File: src/hw/tmw_params.svh
`ifndef TMW_PARAMS_SVH
`define TMW_PARAMS_SVH
// Register word addresses (one aligned word each)
`define TMW_ADDR_OUT_MODE 8'h24
`define TMW_ADDR_CLK_CTRL 8'h25
`define TMW_ADDR_COUNT 8'h26
`define TMW_ADDR_CMP_A 8'h27
`define TMW_ADDR_CMP_B 8'h28
`define TMW_ADDR_FLAGS 8'h29
// Output mode control fields
`define TMW_CMPA_HI 7
`define TMW_CMPA_LO 6
`define TMW_CMPB_HI 5
`define TMW_CMPB_LO 4
`define TMW_WAVE_HI 1
`define TMW_WAVE_LO 0
`define TMW_OUT_MODE_WMASK 8'hf3
// Clock control fields
`define TMW_WAVE_HIGH_BIT 3
`define TMW_CLK_CTRL_WMASK 8'h08
// Flag register bits
`define TMW_FLAG_OVF 0
`define TMW_FLAG_MA 1
`define TMW_FLAG_MB 2
// Counter values
`define TMW_MAX 8'hff
`define TMW_BOTTOM 8'h00
`define TMW_RESET_BYTE 8'h00
`define TMW_RDATA_ZERO 32'h0000_0000
`endif

File: src/hw/tmw_pkg.sv
package tmw_pkg;
  typedef enum logic [2:0] {
    TMW_NORMAL = 3'h0,
    TMW_PC_FF = 3'h1,
    TMW_CTC = 3'h2,
    TMW_FAST_FF = 3'h3,
    TMW_RSVD4 = 3'h4,
    TMW_PC_CMP = 3'h5,
    TMW_RSVD6 = 3'h6,
    TMW_FAST_CMP = 3'h7
  } tmw_wave_mode_t;

  typedef enum logic [1:0] {
    TMW_ACT_OFF = 2'h0,
    TMW_ACT_TOGGLE = 2'h1,
    TMW_ACT_CLEAR = 2'h2,
    TMW_ACT_SET = 2'h3
  } tmw_action_t;

  // Bus answer state, Gray along idle -> answer
  typedef enum logic [0:0] {
    TMW_BUS_IDLE = 1'b0,
    TMW_BUS_ACK = 1'b1
  } tmw_bus_state_t;
endpackage : tmw_pkg

File: src/hw/tmw_timer8_wave.sv
// Overview of operation
// - Counter runs on clk_i; timer tick is only a clock enable.
// - Nonzero A action field hands the pin to wave output A, except 01 in PWM without the high mode bit.
// - Non-PWM A actions: off, toggle, clear, set on match.
// - Fast PWM A: 10 clear/set at bottom, 11 inverse, 01 toggle if high mode bit.
// - Fast PWM A: compare equals TOP with high action bit acts at BOTTOM.
// - Phase correct A: 10 clear up, set down; 11 reverse; 01 as fast PWM.
// - Phase correct A: compare equals TOP with high action bit acts at TOP.
// - Nonzero B field takes the pin, except 01 in PWM modes; non-PWM encoding as output A.
// - Fast PWM B: 01 reserved, 10 clear/set at bottom, 11 inverse.
// - Fast PWM B: compare equals TOP with high action bit acts at BOTTOM.
// - Phase correct B: 01 reserved, 10 clear up set down, 11 reverse.
// - Control bits 3 and 2 always read zero.
// - Mode is high bit from clock control plus two low bits here.
// - Normal TOP 0xff, CTC TOP compare A; immediate update, overflow at MAX.
// - Fast PWM 3 TOP 0xff; 7 TOP compare A; both reload at BOTTOM.
// - Phase correct 1 and 5: reload at TOP, overflow at BOTTOM.
// - MAX is the constant 0xff.
// - Fast PWM counts up to TOP then returns to zero next tick.
// - Phase correct reverses at TOP, holding TOP one tick.
//
// The Avalon-MM slave port was left to the implementer.
`include "tmw_params.svh"
module tmw_timer8_wave
  import tmw_pkg::*;
(
  // Clock and reset
  input wire logic clk_i,
  input wire logic sys_rst_i,
  // Timer tick
  input wire logic timer_tick_enable_i,
  // Avalon-MM slave
  input wire logic [7:0] avs_address_i,
  input wire logic avs_read_i,
  input wire logic avs_write_i,
  input wire logic [31:0] avs_writedata_i,
  input wire logic [3:0] avs_byteenable_i,
  output logic [31:0] avs_readdata_o,
  output logic avs_waitrequest_o,
  // Wave outputs
  output logic wave_out_a_o,
  output logic wave_out_b_o,
  output logic wave_out_a_en_o,
  output logic wave_out_b_en_o,
  output logic overflow_flag_o
);

  logic [7:0] out_mode_q, out_mode_d;
  logic [7:0] clk_ctrl_q, clk_ctrl_d;
  logic [7:0] count_q, count_d;
  logic [7:0] cmp_a_q, cmp_a_d;
  logic [7:0] cmp_b_q, cmp_b_d;
  logic [7:0] cmp_a_buf_q, cmp_a_buf_d;
  logic [7:0] cmp_b_buf_q, cmp_b_buf_d;
  logic down_q, down_d;
  logic [2:0] flags_q, flags_d;
  logic oa_q, oa_d, ob_q, ob_d;
  logic oa_en_q, oa_en_d, ob_en_q, ob_en_d;
  logic ovf_q, ovf_d;
  logic [31:0] rdata_q, rdata_d;
  tmw_bus_state_t bus_q, bus_d;

  tmw_wave_mode_t mode;
  tmw_action_t act_a, act_b;
  logic [7:0] top;
  logic is_fast, is_pc, is_pwm, wr_ok, rd_ok, tick;
  logic at_top, at_bot, hit_a, hit_b, reload, ovf_ev;

  // Mode decode
  always_comb begin
    mode = tmw_wave_mode_t'({clk_ctrl_q[`TMW_WAVE_HIGH_BIT],
                            out_mode_q[`TMW_WAVE_HI:`TMW_WAVE_LO]});
    act_a = tmw_action_t'(out_mode_q[`TMW_CMPA_HI:`TMW_CMPA_LO]);
    act_b = tmw_action_t'(out_mode_q[`TMW_CMPB_HI:`TMW_CMPB_LO]);
    is_fast = (mode == TMW_FAST_FF) || (mode == TMW_FAST_CMP);
    is_pc = (mode == TMW_PC_FF) || (mode == TMW_PC_CMP);
    is_pwm = is_fast || is_pc;
    // Reserved modes 4 and 6 decode as a plain up count to MAX
    // Compare A register sets TOP in modes 2, 5, 7
    if ((mode == TMW_CTC) || (mode == TMW_PC_CMP) || (mode == TMW_FAST_CMP)) begin
      top = cmp_a_q;
    end else begin
      top = `TMW_MAX;
    end
  end

  // Counter, buffered compares and overflow
  always_comb begin
    tick = timer_tick_enable_i;
    at_top = (count_q == top);
    at_bot = (count_q == `TMW_BOTTOM);
    count_d = count_q;
    down_d = down_q;
    cmp_a_d = cmp_a_q;
    cmp_b_d = cmp_b_q;
    reload = 1'b0;
    ovf_ev = 1'b0;
    if (tick) begin
      if (is_pc) begin
        if (!down_q && at_top) begin
          // TOP shows for one tick only, so a slope pair spans twice TOP ticks
          down_d = 1'b1;
          count_d = count_q - 8'h01;
        end else if (down_q && at_bot) begin
          down_d = 1'b0;
          count_d = count_q + 8'h01;
        end else if (down_q) begin
          count_d = count_q - 8'h01;
        end else begin
          count_d = count_q + 8'h01;
        end
        reload = at_top;
        ovf_ev = at_bot && down_q;
      end else begin
        if (at_top) begin
          count_d = `TMW_BOTTOM;
        end else begin
          count_d = count_q + 8'h01;
        end
        down_d = 1'b0;
        if (mode == TMW_FAST_CMP) begin
          reload = at_top; // Reload lands as the count becomes BOTTOM
          ovf_ev = at_top;
        end else begin
          reload = is_fast && at_top;
          ovf_ev = (count_q == `TMW_MAX);
        end
      end
    end
    // A software count write wins over counting in that cycle
    if (wr_ok && (avs_address_i == `TMW_ADDR_COUNT)) begin
      count_d = avs_writedata_i[7:0];
    end
    // Non-PWM modes update compare registers immediately
    if (!is_pwm || reload) begin
      cmp_a_d = cmp_a_buf_q;
      cmp_b_d = cmp_b_buf_q;
    end
  end

  // Compare output actions
  always_comb begin
    hit_a = tick && (count_q == cmp_a_q);
    hit_b = tick && (count_q == cmp_b_q);
    oa_d = oa_q;
    ob_d = ob_q;
    oa_en_d = (act_a != TMW_ACT_OFF);
    ob_en_d = (act_b != TMW_ACT_OFF);
    // Reserved codes hand the pin back to the port rather than show a stale level
    if (is_pwm && (act_a == TMW_ACT_TOGGLE) && !clk_ctrl_q[`TMW_WAVE_HIGH_BIT]) begin
      oa_en_d = 1'b0;
    end
    if (is_fast && (act_b == TMW_ACT_TOGGLE)) begin
      ob_en_d = 1'b0;
    end
    if (is_pc && (act_b == TMW_ACT_TOGGLE)) begin
      ob_en_d = 1'b0;
    end
    if (!is_pwm) begin
      if (hit_a) begin
        unique case (act_a)
          TMW_ACT_OFF: oa_d = oa_q;
          TMW_ACT_TOGGLE: oa_d = !oa_q;
          TMW_ACT_CLEAR: oa_d = 1'b0;
          TMW_ACT_SET: oa_d = 1'b1;
        endcase
      end
      if (hit_b) begin
        unique case (act_b)
          TMW_ACT_OFF: ob_d = ob_q;
          TMW_ACT_TOGGLE: ob_d = !ob_q;
          TMW_ACT_CLEAR: ob_d = 1'b0;
          TMW_ACT_SET: ob_d = 1'b1;
        endcase
      end
    end else if (is_fast) begin
      if (act_a == TMW_ACT_TOGGLE) begin
        if (hit_a && clk_ctrl_q[`TMW_WAVE_HIGH_BIT]) begin
          oa_d = !oa_q;
        end
      end else if (act_a[1]) begin
        // Match at TOP is ignored so the bottom action wins
        if (tick && at_top) begin
          oa_d = (act_a == TMW_ACT_CLEAR);
        end else if (hit_a) begin
          oa_d = (act_a == TMW_ACT_SET);
        end
      end
      if (act_b[1]) begin
        if (tick && at_top) begin
          ob_d = (act_b == TMW_ACT_CLEAR);
        end else if (hit_b) begin
          ob_d = (act_b == TMW_ACT_SET);
        end
      end
    end else begin
      if (act_a == TMW_ACT_TOGGLE) begin
        if (hit_a && clk_ctrl_q[`TMW_WAVE_HIGH_BIT]) begin
          oa_d = !oa_q;
        end
      end else if (act_a[1]) begin
        if (tick && at_top && (cmp_a_q == top)) begin
          oa_d = (act_a == TMW_ACT_SET); // Up-count result at TOP
        end else if (hit_a) begin
          oa_d = (act_a == TMW_ACT_SET) ^ down_q;
        end
      end
      if (act_b[1]) begin
        if (tick && at_top && (cmp_b_q == top)) begin
          ob_d = (act_b == TMW_ACT_SET);
        end else if (hit_b) begin
          ob_d = (act_b == TMW_ACT_SET) ^ down_q;
        end
      end
    end
  end

  // Register writes, flags and overflow indicator
  always_comb begin
    // Writes land at the answer edge, the one edge where the master sees waitrequest low
    wr_ok = avs_write_i && (bus_q == TMW_BUS_ACK) && avs_byteenable_i[0];
    out_mode_d = out_mode_q;
    clk_ctrl_d = clk_ctrl_q;
    cmp_a_buf_d = cmp_a_buf_q;
    cmp_b_buf_d = cmp_b_buf_q;
    ovf_d = ovf_q;
    // Hardware set wins over a same-cycle software clear
    flags_d = flags_q | {hit_b, hit_a, ovf_ev};
    if (wr_ok) begin
      unique case (avs_address_i)
        `TMW_ADDR_OUT_MODE: out_mode_d = avs_writedata_i[7:0] & `TMW_OUT_MODE_WMASK;
        `TMW_ADDR_CLK_CTRL: clk_ctrl_d = avs_writedata_i[7:0] & `TMW_CLK_CTRL_WMASK;
        `TMW_ADDR_COUNT: ;
        `TMW_ADDR_CMP_A: cmp_a_buf_d = avs_writedata_i[7:0];
        `TMW_ADDR_CMP_B: cmp_b_buf_d = avs_writedata_i[7:0];
        `TMW_ADDR_FLAGS: flags_d = (flags_q & ~avs_writedata_i[2:0]) | {hit_b, hit_a, ovf_ev};
        default: ;
      endcase
    end
    if (ovf_ev) begin
      ovf_d = !ovf_q;
    end
  end

  // Register bus, one wait state then answer
  always_comb begin
    rd_ok = avs_read_i && (bus_q == TMW_BUS_IDLE);
    bus_d = ((avs_read_i || avs_write_i) && (bus_q == TMW_BUS_IDLE)) ? TMW_BUS_ACK
                                                                       : TMW_BUS_IDLE;
    // Read data is registered, so it stands through the answer cycle
    rdata_d = rdata_q;
    if (rd_ok) begin
      unique case (avs_address_i)
        `TMW_ADDR_OUT_MODE: rdata_d = {24'h0, out_mode_q};
        `TMW_ADDR_CLK_CTRL: rdata_d = {24'h0, clk_ctrl_q};
        `TMW_ADDR_COUNT: rdata_d = {24'h0, count_q};
        `TMW_ADDR_CMP_A: rdata_d = {24'h0, cmp_a_buf_q};
        `TMW_ADDR_CMP_B: rdata_d = {24'h0, cmp_b_buf_q};
        `TMW_ADDR_FLAGS: rdata_d = {29'h0, flags_q};
        default: rdata_d = `TMW_RDATA_ZERO;
      endcase
    end
  end

  // Control and buffer registers
  always_ff @(posedge clk_i) begin
    if (sys_rst_i) begin
      out_mode_q <= `TMW_RESET_BYTE;
      clk_ctrl_q <= `TMW_RESET_BYTE;
      cmp_a_buf_q <= `TMW_RESET_BYTE;
      cmp_b_buf_q <= `TMW_RESET_BYTE;
    end else begin
      out_mode_q <= out_mode_d;
      clk_ctrl_q <= clk_ctrl_d;
      cmp_a_buf_q <= cmp_a_buf_d;
      cmp_b_buf_q <= cmp_b_buf_d;
    end
  end

  // Counter, direction and active compare values
  always_ff @(posedge clk_i) begin
    if (sys_rst_i) begin
      count_q <= `TMW_BOTTOM;
      down_q <= 1'b0;
      cmp_a_q <= `TMW_RESET_BYTE;
      cmp_b_q <= `TMW_RESET_BYTE;
    end else begin
      count_q <= count_d;
      down_q <= down_d;
      cmp_a_q <= cmp_a_d;
      cmp_b_q <= cmp_b_d;
    end
  end

  // Flags and overflow indicator
  always_ff @(posedge clk_i) begin
    if (sys_rst_i) begin
      flags_q <= 3'h0;
      ovf_q <= 1'b0;
    end else begin
      flags_q <= flags_d;
      ovf_q <= ovf_d;
    end
  end

  // Wave outputs and pin ownership
  always_ff @(posedge clk_i) begin
    if (sys_rst_i) begin
      oa_q <= 1'b0;
      ob_q <= 1'b0;
      oa_en_q <= 1'b0;
      ob_en_q <= 1'b0;
    end else begin
      oa_q <= oa_d;
      ob_q <= ob_d;
      oa_en_q <= oa_en_d;
      ob_en_q <= ob_en_d;
    end
  end

  // Bus answer
  always_ff @(posedge clk_i) begin
    if (sys_rst_i) begin
      rdata_q <= `TMW_RDATA_ZERO;
      bus_q <= TMW_BUS_IDLE;
    end else begin
      rdata_q <= rdata_d;
      bus_q <= bus_d;
    end
  end

  // Outputs straight from flip-flops
  always_comb begin
    avs_readdata_o = rdata_q;
    avs_waitrequest_o = (bus_q == TMW_BUS_IDLE);
    wave_out_a_o = oa_q;
    wave_out_b_o = ob_q;
    wave_out_a_en_o = oa_en_q;
    wave_out_b_en_o = ob_en_q;
    overflow_flag_o = ovf_q;
  end

endmodule : tmw_timer8_wave

File: config.mk
export PLATFORM = sky130hd
export DESIGN_NAME = tmw_timer8_wave
export DESIGN_NICKNAME = d
export VERILOG_FILES = /design/src/hw/tmw_pkg.sv /design/src/hw/tmw_timer8_wave.sv
export VERILOG_INCLUDE_DIRS = /design/src /design/src/hw
export SDC_FILE = /design/constraint.sdc
export NUM_CORES = 1
export LEC_CHECK = 0
export ABC_AREA = 1
export BUFFER_PORTS_ARGS = -buffer_cell sky130_fd_sc_hd__buf_2
export CORE_ASPECT_RATIO = 0.5
export CORE_MARGIN = 2
export CORE_UTILIZATION = 34
export CTS_BUF_LIST = sky130_fd_sc_hd__clkbuf_4 sky130_fd_sc_hd__clkbuf_8
export DETAILED_ROUTE_END_ITERATION = 6
export PLACE_DENSITY = 0.51
export SLEW_MARGIN = 0
export SYNTH_ARGS = -nofsm -noshare
export SYNTH_HDL_FRONTEND = slang
export SYNTH_SLANG_ARGS = --single-unit
File: constraint.sdc
create_clock -name clk_i -period 4.2 [get_ports clk_i]
set_clock_uncertainty 0.1 [all_clocks]
set_input_delay 0.84 -clock clk_i [delete_from_list [all_inputs] [get_ports clk_i]]
set_output_delay 0.84 -clock clk_i [all_outputs]
set_load 0.01 [all_outputs]
==> flow_summary_export.csv <==
group,metric,value,unit
finish,num_antenna_cells,0,
detailed_routing,antenna_left,0,
detailed_routing,drtIter0Drc,362,
die,core-area,11900,µm²
die,dieArea,13400,µm²
setup_path,worst_setup_path_end_kind,"register",
yosys,yosys.area_share.simple,0.284,
cts,cts_tree,"yes",
power,leakagePower,1.96,nW
global_routing,grt_max_degree,32,
sta,tns,0,ps
cts,cts_buffer_depth,2,
global_routing,use_met3,0.0353,
yosys,synthArstFlopShare,0,
cts,numCtsBuffers,9,
sta,finalCritPeriodShare,0.659,
sta,worstMarginPinSlew,839,ps
global_routing,grt_use_met1,0.302,
die,rows,28,
yosys,syn_inst,621,
die,die_y,82.8,µm
sta,grt_setup_unrepaired,"false",
die,io_pins,87,
hold_path,hold_depth,1,
finish,syn2layout_area_growth,8.81,%
setup_path,reg2reg_depth,14,
finish,fin_cells,818,
setup_path,worst-setup-path-type,"reg -> reg",
yosys,synth_warnings,0,
setup_path,critPathSlowestCell,"dfxtp_1",
run,drv_cap,0,
finish,layout-drive-gt1-share,0.141,
sta,slew_headroom,0.440,
detailed_routing,drc_errors,0,
sta,slew_viol_final,0,
die,fp.dieW,162,µm
cts,numClockSinks,65,
detailed_routing,dr.pass1.iters,5,
setup_path,cp_data_arrival_time,2970,ps
power,ir_drop,0.142,mV
finish,num-nets-final,699,
yosys,synth_seq_cells,65,
global_routing,use_met2,0.305,
placed_design,dp_hpwl,10.1,mm
yosys,synthMuxAreaShare,0,
cts,hold_buffers,0,
placed_design,gp_congestion,0.904,
yosys,ys.flop_type,"dfxtp_1",
global_routing,gr-total-overflow,0,
die,start_util,0.353,
sta,fmax,361,MHz
global_routing,busiest_layer,"met2",
yosys,synth-adder-area-share,0.00593,
detailed_routing,wire_per_inst,16.3,µm
hold_path,hold_path_class,"reg -> reg",
cts,clkTransAtPathRegs,80,ps
setup_path,cp.required,4400,ps
sta,finalHoldViolCount,0,
detailed_routing,wl,13.4,mm
setup_path,regToRegSetupSlack,1430,ps
cts,cts_setup_buffers,0,
cts,htreeDepth,3,
yosys,synth_xor_area_frac,0.0436,
cts,clk_latency,360,ps
setup_path,crit_path_max_incr_delay,400,ps
setup_path,crit_path_start_kind,"register",
sta,setup_violations,0,
yosys,synth_top_family_by_area,"simple AND/OR/NAND/NOR gates",
yosys,synth_edf_count,0,
yosys,ys_seq_area_frac,0.308,
yosys,synth-compound-area-share,0.211,
global_routing,grt_pass1_wl,20.7,mm
setup_path,path_cells,"inv_1 > ha_1 > inv_1 > nor2_1 > nand2_1 > nor2_1 > nand3_1 > nor2_1 > nand2_1 > nand2_1 > nand2_1 > nor2_1 > o21ai_1 > a21oi_1",
placed_design,port_buffers,35,
cts,clockRootBuffer,"clkbuf_8",
yosys,avgSynthCellArea,6.79,µm²
detailed_routing,vias,4188,
detailed_routing,vias_per_cell,5.12,
sta,finalCriticalPeriod,2770,ps
yosys,synth_cell_types,48,
outcome,outcome,"complete, no violations",
global_routing,grt_pass1_vias,3666,
setup_path,cp_max_fo,7,
cts,cts_resized,0,
placed_design,place_inst,802,
yosys,syn_area,4220,µm²
global_routing,grt_usage,0.207,
power,power.density_cell_area,280,nW/µm²
global_routing,antenna_found_initial,0,
==> power breakdown <==
group	internal [mW]	total [mW]	switching, mW
Sequential	0.623	0.635	0.0125
Combinational	0.0419	0.143	0.101
Clock	0.231	0.507	0.276
Total	0.896	1.29	0.390
==> per-stage QoR <==
step	total power, mW	cell area (µm²)	setup WS [ps]	hold slack (ps)	util
final	1.29	4590	1430	348	0.384
after floorplan	0.758	4310	1870	322	-
after CTS	1.29	4590	1470	354	0.384
after global routing	1.34	4590	1240	365	0.384
after global placement	0.790	4410	1390	337	0.369
after detailed placement	0.790	4410	1350	335	0.369
==> critical path: cells and delay by family, from the launching register on <==
| family | cells | cell delay, ps |
|---|---|---|
| AOI/OAI and AO/OA | 2 | 240 |
| adders and majority gates | 1 | 240 |
| DFF | 1 | 400 |
| and+or+nand+nor | 9 | 1380 |
| buffers and inverters | 2 | 330 |
==> cell usage in the layout, fill, tap and decap left out, types with 16 or more instances in the layout <==
cell     count
a21oi_1     58
buf_2       35
conb_1      24
dfxtp_1     65
inv_1       72
nand2_1    114
nand3_1     35
nor2_1      56
o21ai_0     31
o21ai_1     16
xor2_1      16
==> layout make-up <==
class / instances / area, µm²
fill: 1307 / 7360
inverter: 78 / 295
sequential: 65 / 1300
tap: 165 / 206
clock inverter: 6 / 41.3
timing repair buffer: 41 / 220
multi-input combinational: 453 / 2390
clock buffer: 10 / 138
==> synth_stat cells, types with 2 or more instances <==
cell,n,area (µm²)
nor2_2,2,12.5
nor2_8,2,40.0
nand3_4,2,35.0
dfxtp_1,65,1300
xnor2_1,5,43.8
ha_1,2,25.0
o221ai_1,4,35.0
o211ai_1,5,37.5
nor2_1,56,210
nand2_2,5,31.3
nand3_2,4,40.0
o21ai_1,16,80.1
buf_6,2,22.5
clkbuf_1,9,33.8
nand2_1,114,428
o21ai_0,31,155
a21oi_1,58,290
nor3_1,14,70.1
nor2_4,2,22.5
a221oi_1,5,43.8
o21ai_2,6,52.6
a22oi_1,3,22.5
nand3_1,35,175
a211oi_1,4,30.0
o31ai_1,4,30.0
xor2_1,16,140
nand2_4,2,22.5
buf_4,28,210
inv_1,72,270
a31oi_1,3,18.8
nand4_1,14,87.6
a21oi_2,3,26.3
buf_2,6,30.0
inv_2,4,15.0
o22ai_1,5,31.3
==> cells by family (layout without fill, tap and decap cells) <==
logic type	after synthesis	after routing
other	1	24
buffers and inverters	126	135
XOR/XNOR	21	21
flip-flops	65	65
adder cells (fa/ha/maj)	2	2
AND/OR/NAND/NOR	255	255
AO/OA/AOI/OAI	151	151
==> sequential cells by signal, indices dropped and copies added, names as in the netlist, 3 cells and up <==
register / cells
avs_readdata_o: 8
cmp_a_buf_q: 8
cmp_a_q: 8
cmp_b_buf_q: 8
cmp_b_q: 8
count_q: 8
out_mode_q: 6
flags_q: 3
==> per-layer routing <==
layer | part of all wire | vias to the layer above
met4 | 0.023 | 0
met5 | 0 | -
li1 | - | 2082
met1 | 0.51 | 1914
met3 | 0.068 | 24
met2 | 0.40 | 168
==> final timing paths <==
check | from | to
worst max-delay path | count_q[1]$_SDFFE_PP0P_ | overflow_flag_o$_SDFFE_PP0P_
worst min register to register | overflow_flag_o$_SDFFE_PP0P_ | overflow_flag_o$_SDFFE_PP0P_
worst max register to register | count_q[1]$_SDFFE_PP0P_ | overflow_flag_o$_SDFFE_PP0P_
worst min-delay path | overflow_flag_o$_SDFFE_PP0P_ | overflow_flag_o$_SDFFE_PP0P_
Power figures use the tool's default switching activity.
